==> src/rbm_pkg.sv <==
package rbm_pkg;

  // system clock
  localparam int MCLK_MHZ   = 125;

  // internal reset hold after the last active source, and the self-issued pin pulse
  localparam int HOLD_NS    = 1000;
  localparam int PULSE_NS   = 2000;

  // least time: round up to whole cycles, never below one
  function automatic int ns_to_cycles_min(input int ns);
    int cyc;
    cyc = (ns * MCLK_MHZ + 999) / 1000;
    return (cyc < 1) ? 1 : cyc;
  endfunction

  localparam int HOLD_CYC   = ns_to_cycles_min(HOLD_NS);
  localparam int PULSE_CYC  = ns_to_cycles_min(PULSE_NS);
  localparam int CNT_W      = 9;

  // synchroniser lanes and their reset levels
  localparam int SYNC_W     = 3;
  localparam int SYNC_EXT   = 0;
  localparam int SYNC_ADAP  = 1;
  localparam int SYNC_STRAP = 2;
  // pin idles high (pull-up), adapter absent, strap floating high
  localparam logic [SYNC_W-1:0] SYNC_RST = 3'h5;

  // strap level that selects test mode
  localparam logic STRAP_TEST_LVL = 1'h0;

  typedef enum logic [1:0] {
    RBM_HOLD   = 2'h0,
    RBM_SAMPLE = 2'h1,
    RBM_PULSE  = 2'h2,
    RBM_RUN    = 2'h3
  } rbm_state_t;

  typedef struct packed {
    logic por;
    logic ext;
    logic wdt;
    logic sw;
  } rbm_cause_t;

  localparam rbm_cause_t CAUSE_POR = '{por: 1'h1, ext: 1'h0, wdt: 1'h0, sw: 1'h0};

endpackage

==> src/rbm_sync.sv <==
`timescale 1ns/10ps
module rbm_sync import rbm_pkg::*; #(
  parameter int            W       = SYNC_W,
  parameter logic [W-1:0]  RST_VAL = '0
) (
  // clock and reset
  input  wire logic         mclk,
  input  wire logic         reset,
  // asynchronous levels in, synchronised levels out
  input  wire logic [W-1:0] d,
  output logic      [W-1:0] q
);

  logic [W-1:0] meta;

  // first stage feeds only the second stage
  always_ff @(posedge mclk) begin
    if (reset) begin
      meta <= RST_VAL;
      q    <= RST_VAL;
    end else begin
      meta <= d;
      q    <= meta;
    end
  end

endmodule

==> src/rbm_reset_ctrl.sv <==
`timescale 1ns/10ps
// How it works
// - a sequence starts on power-up, external pin low, watchdog timeout, or software reset request
// - power-up holds every circuit in reset until a defined state is reached
// - external pin low forces the same state as power-on; driven low only on request (here a pin reset keeps the test-mode flag and records ext as cause)
// - the external reset pin has a pull-up so a floating pin never holds reset
// - with adapter power, strap sampled at start-up: low is test, high/floating application
// - strap sampled high releases the pin for general-purpose use
// - strap low sets the test-mode flag, then resets through the external pin
// - leaving test mode: firmware clears the flag, then resets by pin or software
// - vendor commands over the serial port are accepted only in test mode
module rbm_reset_ctrl import rbm_pkg::*; #(
  parameter int HOLD_CYCLES  = HOLD_CYC,
  parameter int PULSE_CYCLES = PULSE_CYC
) (
  // clock and power-on reset
  input  wire logic mclk,
  input  wire logic reset,
  // other reset sources, same clock
  input  wire logic watchdog_timeout_src,
  input  wire logic sw_reset_req,
  // external active-low reset pin, open drain
  input  wire logic ext_rst_n_in,
  output logic      ext_rst_n_out,
  output logic      ext_rst_n_oe,
  output logic      ext_pullup_en,
  // supply sense and mode strap pin
  input  wire logic adapter_supply_in,
  input  wire logic mode_strap_pin_in,
  output logic      mode_strap_pin_out,
  output logic      mode_strap_pin_oe,
  // general-purpose use of the strap pin
  input  wire logic gpio_out,
  input  wire logic gpio_oe,
  output logic      gpio_in,
  // firmware access to the test-mode flag
  input  wire logic fw_flag_wr,
  input  wire logic fw_flag_wdata,
  output logic      test_mode,
  // system side
  output logic      sys_reset,
  output logic      uart_cmd_en,
  output logic      strap_released,
  output rbm_cause_t reset_cause
);

  localparam logic [CNT_W-1:0] HOLD_LOAD  = CNT_W'(HOLD_CYCLES - 1);
  localparam logic [CNT_W-1:0] PULSE_LOAD = CNT_W'(PULSE_CYCLES - 1);

  logic [SYNC_W-1:0] sync_q;
  rbm_state_t        st;
  rbm_state_t        next_st;
  logic [CNT_W-1:0]  cnt;

  // pins come from outside the clock domain
  rbm_sync #(
    .W       (SYNC_W),
    .RST_VAL (SYNC_RST)
  ) u_sync (
    .mclk  (mclk),
    .reset (reset),
    .d     ({mode_strap_pin_in, adapter_supply_in, ext_rst_n_in}),
    .q     (sync_q)
  );

  wire ext_low  = !sync_q[SYNC_EXT];
  wire adap_on  = sync_q[SYNC_ADAP];
  wire strap_s  = sync_q[SYNC_STRAP];
  wire cnt_done = (cnt == '0);

  // our own pulse on the pin must not restart the sequence it belongs to
  wire src_ext  = ext_low && (st != RBM_PULSE);
  wire src_wdt  = watchdog_timeout_src && (st != RBM_PULSE);
  wire src_sw   = sw_reset_req && (st != RBM_PULSE);
  wire any_src  = src_ext || src_wdt || src_sw;

  // strap only counts while the adapter supplies the part
  wire strap_test = adap_on && (strap_s == STRAP_TEST_LVL);
  // flag already set means the self-reset was done; avoids a reset loop
  wire set_test   = (st == RBM_SAMPLE) && !any_src && strap_test && !test_mode;
  wire clr_test   = fw_flag_wr && !fw_flag_wdata;
  wire wr_test    = fw_flag_wr && fw_flag_wdata;
  // hardware set wins over a firmware clear in the same cycle
  wire next_test  = set_test || wr_test || (test_mode && !clr_test);

  always_comb begin
    next_st = st;
    unique case (st)
      RBM_HOLD: begin
        if (any_src) begin
          next_st = RBM_HOLD;
        end else if (cnt_done) begin
          next_st = RBM_SAMPLE;
        end
      end
      RBM_SAMPLE: begin
        if (any_src) begin
          next_st = RBM_HOLD;
        end else if (set_test) begin
          next_st = RBM_PULSE;
        end else begin
          next_st = RBM_RUN;
        end
      end
      RBM_PULSE: begin
        if (cnt_done) begin
          next_st = RBM_HOLD;
        end
      end
      RBM_RUN: begin
        if (any_src) begin
          next_st = RBM_HOLD;
        end
      end
    endcase
  end

  // hold restarts while any source stays active, so a held pin keeps reset
  wire load_hold  = (next_st == RBM_HOLD) && ((st != RBM_HOLD) || any_src);
  wire load_pulse = (next_st == RBM_PULSE) && (st != RBM_PULSE);
  wire [CNT_W-1:0] next_cnt = load_hold  ? HOLD_LOAD :
                              load_pulse ? PULSE_LOAD :
                              cnt_done   ? cnt : cnt - 1'h1;

  wire rbm_cause_t next_cause = (st == RBM_RUN && any_src) ?
    rbm_cause_t'{por: 1'h0, ext: src_ext, wdt: src_wdt, sw: src_sw} : reset_cause;

  // pin stays an input through every reset so the strap can be read
  wire next_released = (next_st == RBM_RUN) &&
                       ((st == RBM_RUN) ? strap_released : !strap_test);
  wire next_sys_rst  = (next_st != RBM_RUN);
  wire next_drive    = (next_st == RBM_PULSE);

  always_ff @(posedge mclk) begin
    if (reset) begin
      st    <= RBM_HOLD;
      cnt   <= HOLD_LOAD;
    end else begin
      st    <= next_st;
      cnt   <= next_cnt;
    end
  end

  always_ff @(posedge mclk) begin
    if (reset) begin
      sys_reset   <= 1'h1;
      test_mode   <= 1'h0;
      uart_cmd_en <= 1'h0;
      reset_cause <= CAUSE_POR;
    end else begin
      sys_reset   <= next_sys_rst;
      test_mode   <= next_test;
      uart_cmd_en <= next_test && !next_sys_rst;
      reset_cause <= next_cause;
    end
  end

  always_ff @(posedge mclk) begin
    if (reset) begin
      ext_rst_n_oe       <= 1'h0;
      ext_rst_n_out      <= 1'h1;
      ext_pullup_en      <= 1'h1;
      strap_released     <= 1'h0;
      mode_strap_pin_oe  <= 1'h0;
      mode_strap_pin_out <= 1'h0;
      gpio_in            <= 1'h1;
    end else begin
      // open drain: only ever pulls low
      ext_rst_n_oe       <= next_drive;
      ext_rst_n_out      <= !next_drive;
      ext_pullup_en      <= 1'h1;
      strap_released     <= next_released;
      mode_strap_pin_oe  <= next_released && gpio_oe;
      mode_strap_pin_out <= gpio_out;
      gpio_in            <= strap_s;
    end
  end

  chk_sources_reset: assert property (@(posedge mclk) disable iff (reset)
    (st == RBM_RUN && (watchdog_timeout_src || sw_reset_req)) |=>
      (sys_reset && !reset_cause.por && st == RBM_HOLD))
    else $error("watchdog or software source did not start a reset");

  chk_hold_asserts: assert property (@(posedge mclk) disable iff (reset)
    (st != RBM_RUN) |-> (sys_reset && !uart_cmd_en))
    else $error("internal reset not held outside run");

  chk_hold_to_sample: assert property (@(posedge mclk) disable iff (reset)
    (st == RBM_HOLD && cnt_done && !any_src) |=> (st == RBM_SAMPLE) ##1 (st != RBM_HOLD || any_src || $past(any_src)))
    else $error("hold did not end in strap sampling");

  chk_ext_forces: assert property (@(posedge mclk) disable iff (reset)
    (st == RBM_RUN && ext_low) |=> (sys_reset && reset_cause.ext && st == RBM_HOLD))
    else $error("external pin low did not force reset");

  chk_pin_pullup: assert property (@(posedge mclk) disable iff (reset)
    ext_pullup_en && !(ext_rst_n_oe && ext_rst_n_out))
    else $error("reset pin pull-up off or pin driven high");

  chk_strap_test: assert property (@(posedge mclk) disable iff (reset)
    (st == RBM_SAMPLE && !any_src && strap_test) |=> (test_mode && !strap_released))
    else $error("strap low with adapter did not select test mode");

  chk_strap_release: assert property (@(posedge mclk) disable iff (reset)
    (st == RBM_SAMPLE && !any_src && !strap_test) |=> strap_released ##0 (st == RBM_RUN))
    else $error("strap high did not release the pin");

  chk_strap_input: assert property (@(posedge mclk) disable iff (reset)
    (!strap_released || sys_reset) |-> !mode_strap_pin_oe)
    else $error("strap pin driven while not released");

  chk_self_reset: assert property (@(posedge mclk) disable iff (reset)
    (set_test && st == RBM_SAMPLE) |=>
      (st == RBM_PULSE && test_mode && ext_rst_n_oe && !ext_rst_n_out) ##1 ext_rst_n_oe)
    else $error("test strap did not pulse the reset pin");

  chk_flag_clear: assert property (@(posedge mclk) disable iff (reset)
    (clr_test && !set_test) |=> !test_mode)
    else $error("firmware clear of the test flag lost");

  chk_uart_gate: assert property (@(posedge mclk) disable iff (reset)
    uart_cmd_en |-> (test_mode && !sys_reset))
    else $error("vendor commands enabled outside test mode");

  chk_flag_keeps: assert property (@(posedge mclk) disable iff (reset)
    (test_mode && !clr_test) |=> test_mode)
    else $error("test flag lost across a reset");

endmodule

==> config.mk <==
export PLATFORM = sky130hd
export DESIGN_NAME = rbm_reset_ctrl
export DESIGN_NICKNAME = d
export VERILOG_FILES = /design/src/rbm_pkg.sv /design/src/rbm_sync.sv /design/src/rbm_reset_ctrl.sv
export SDC_FILE = /design/constraint.sdc
export NUM_CORES = 1
export LEC_CHECK = 0
export ABC_AREA = 1
export CAP_MARGIN = 10
export CORE_ASPECT_RATIO = 0.8
export CORE_MARGIN = 1
export CORE_UTILIZATION = 55
export DETAILED_ROUTE_END_ITERATION = 12
export DONT_BUFFER_PORTS = 1
export GPL_TIMING_DRIVEN = 0
export PLACE_DENSITY = 0.7
export SETUP_SLACK_MARGIN = 0.2
export SLEW_MARGIN = 10
export SYNTH_ARGS = -nofsm -noshare
export SYNTH_HDL_FRONTEND = slang
export SYNTH_SLANG_ARGS = --single-unit
==> constraint.sdc <==
create_clock -name mclk -period 1.66 [get_ports mclk]
set_clock_uncertainty 0.2 [all_clocks]
set_input_delay 0.498 -clock mclk [delete_from_list [all_inputs] [get_ports mclk]]
set_output_delay 0.498 -clock mclk [all_outputs]
set_load 0.02 [all_outputs]
==> metrics.csv <==
metric,value,unit
grt_use_total,24.1,%
use_met3,7.10,%
drive_above_1_share,35.7,%
arrival,1.52,ns
final-instance-count-excl-fill,210,
final_cell_mix,"32 x nand2_1, 22 x nor2_1, 18 x inv_1, 14 x dfxtp_2, 14 x dfxtp_1",
min_path_type,primary input to register,
rsz0062_at_grt,yes,
fillers,182,
gp_congestion,0.838,
cts.clk_slew.worst_paths,0.10,ns
crit_required,1.70,ns
setup_viol,0,
routed_wirelength,2790,microns
start_util,59.8,%
cp_max_fo,5,
cts_buffers,5,
core,0.00220,sq mm
synth_cells,172,
yosys_warnings,0,
p_leak,0.709,nW
routed_via_density,5.28,
grt_max_degree,11,
remaining_drc_errors,0,
synthToLayoutAreaGrowth,18.9,%
ys_ff_latch,30,
endpoint_kind,register,
power,1.28,mW
status,"finished, final reports clean",
clk_latency,0.34,ns
hold_slack,0.0141,ns
layout_commonest_cell,nand2_1,
cp-start-kind,register,
grt_util_met2,39.8,%
synth_cell_types,27,
drtIter0Drc,25,
vias,1109,
clk_path_buf_depth,2,
ios,25,
yosysSeqAreaShare,45.8,%
grt-busiest-layer,met2,
fin_crit,1.48,ns
drtAntennaViolNets,0,
synthesis.nets,185,
cap_violations,0,
pwr_density_cell,821,mW/mm^2
dp_hpwl,1930,microns
max_freq,674,MHz
nNetsFinal,197,
slew_viol_final,0,
dpl.cell_count,197,
clock-sinks,30,
grt_pass1_wl,4510,microns
dr.pass1.iters,4,
clockRootBuffer,clkbuf_4,
fp.dieW,56.6,microns
die_h,45.7,microns
grt_util_met1,29.9,%
antenna_cells,0,
antenna_found_initial,0,
tritoncts,yes,
fin_util,71.1,%
grt_pass1_vias,1030,
max-vdd-ir-drop,0.000715,V
post_drt_wl_per_cell,13.3,microns
synth.cell_area,0.00131,sq mm
path_class,register to register,
tns,0,ns
avgSynthCellArea,7.63,sq um
row_count,15,
h-tree-depth,2,
grt_overflow,0,
die_area,0.00259,sq mm
final.period_utilization,89.4,%
port_buffers,0,
finalHoldViolations,0,
## flip-flops by register name, summed over array words and instances (netlist names)
register            cells
test_mode               1
ext_rst_n_out           1
reset_cause             4
uart_cmd_en             1
mode_strap_pin_out      1
ext_rst_n_oe            1
cnt                     9
gpio_in                 1
strap_released          1
u_sync.meta             3
mode_strap_pin_oe       1
st                      2
sys_reset               1
u_sync.q                3
## kinds of logic (layout without fill, tap and decap cells)
family,Yosys count,in the layout,synth area share [%]
AO/OA/AOI/OAI,12,12,5.05
XOR/XNOR,2,2,1.33
adder cells (fa/ha/maj),2,2,1.91
buffers and inverters,28,41,8.29
flip-flops,30,30,45.8
other,1,1,0.286
AND/OR/NAND/NOR,97,97,37.4
## metrics by stage
| stage | worst slack [ns] | instance area, sq um |
|---|---|---|
| after floorplan | 0.203 | 1310 |
| after global placement | 0.0616 | 1340 |
| after detailed placement | 0.0208 | 1340 |
| after CTS | 0.191 | 1510 |
| after global routing | 0.113 | 1560 |
| final | 0.177 | 1560 |
## synth_stat cells, drive strengths merged
cell type	n	area [sq um]
nand2	40	170
dfxtp	30	601
nor2	28	125
inv	25	93.8
nand3	10	65.1
a21oi	7	35.0
nand4	7	43.8
nor3	5	36.3
or2	5	31.3
o21ai	4	23.8
clkbuf	2	7.51
ha	2	25.0
xor2	2	17.5
a22oi	1	7.51
and2	1	6.26
buf	1	7.51
conb	1	3.75
nor3b	1	12.5
## worst paths after layout
| kind | start | endpoint | slack (ns) | depth (start not counted) |
|---|---|---|---|---|
| max | cnt[1]$_SDFFE_PP0N_ | cnt[0]$_SDFFE_PP0P_ | 0.18 | 9 |
| min | reset | mode_strap_pin_oe$_SDFF_PP0_ | 0.01 | 1 |
| max reg2reg | cnt[1]$_SDFFE_PP0N_ | cnt[0]$_SDFFE_PP0P_ | 0.18 | 9 |
| min reg2reg | u_sync.meta[1]$_SDFF_PP0_ | u_sync.q[1]$_SDFF_PP0_ | 0.21 | 2 |
## layout make-up
type | count | area, sq um | area share, %
well taps | 25 | 31.3 | 2.00
repair buffers | 5 | 37.5 | 2.41
plain buffers | 3 | 15.0 | 0.962
flip-flops and latches | 30 | 626 | 40.1
clock buffers | 7 | 55.1 | 3.53
multi-input cells | 114 | 689 | 44.2
inverters | 25 | 101 | 6.50
clock inverters | 1 | 5.00 | 0.321
## per-layer routing
metal / share of wire, % / vias up
met5: 0 / -
met4: 2.3 / 0
met3: 4.7 / 9
met2: 47 / 35
met1: 46 / 503
li1: - / 562
## critical path, cell delays in order (launching register included)
cell	delay, ns
dfxtp_2	0.35
inv_4	0.08
ha_4	0.16
nand2_4	0.06
nor2_4	0.10
nand2_4	0.09
inv_2	0.08
nand2_1	0.07
a21oi_2	0.15
nor2_1	0.05
## power by group
part | switching, mW | leakage, nW | internal (mW)
sequential | 0.0113 | 0.249 | 0.731
combinational | 0.0500 | 0.425 | 0.0358
clock | 0.249 | 0.0353 | 0.205
## what timing repair did
item                                    CTS  global route
setup buffers                             4             1
pin swaps                                 3             5
gates resized for setup                  26            16
hold buffers                              0             0
endpoints found under the setup margin   25            18
(Power assumes the default switching activity.)
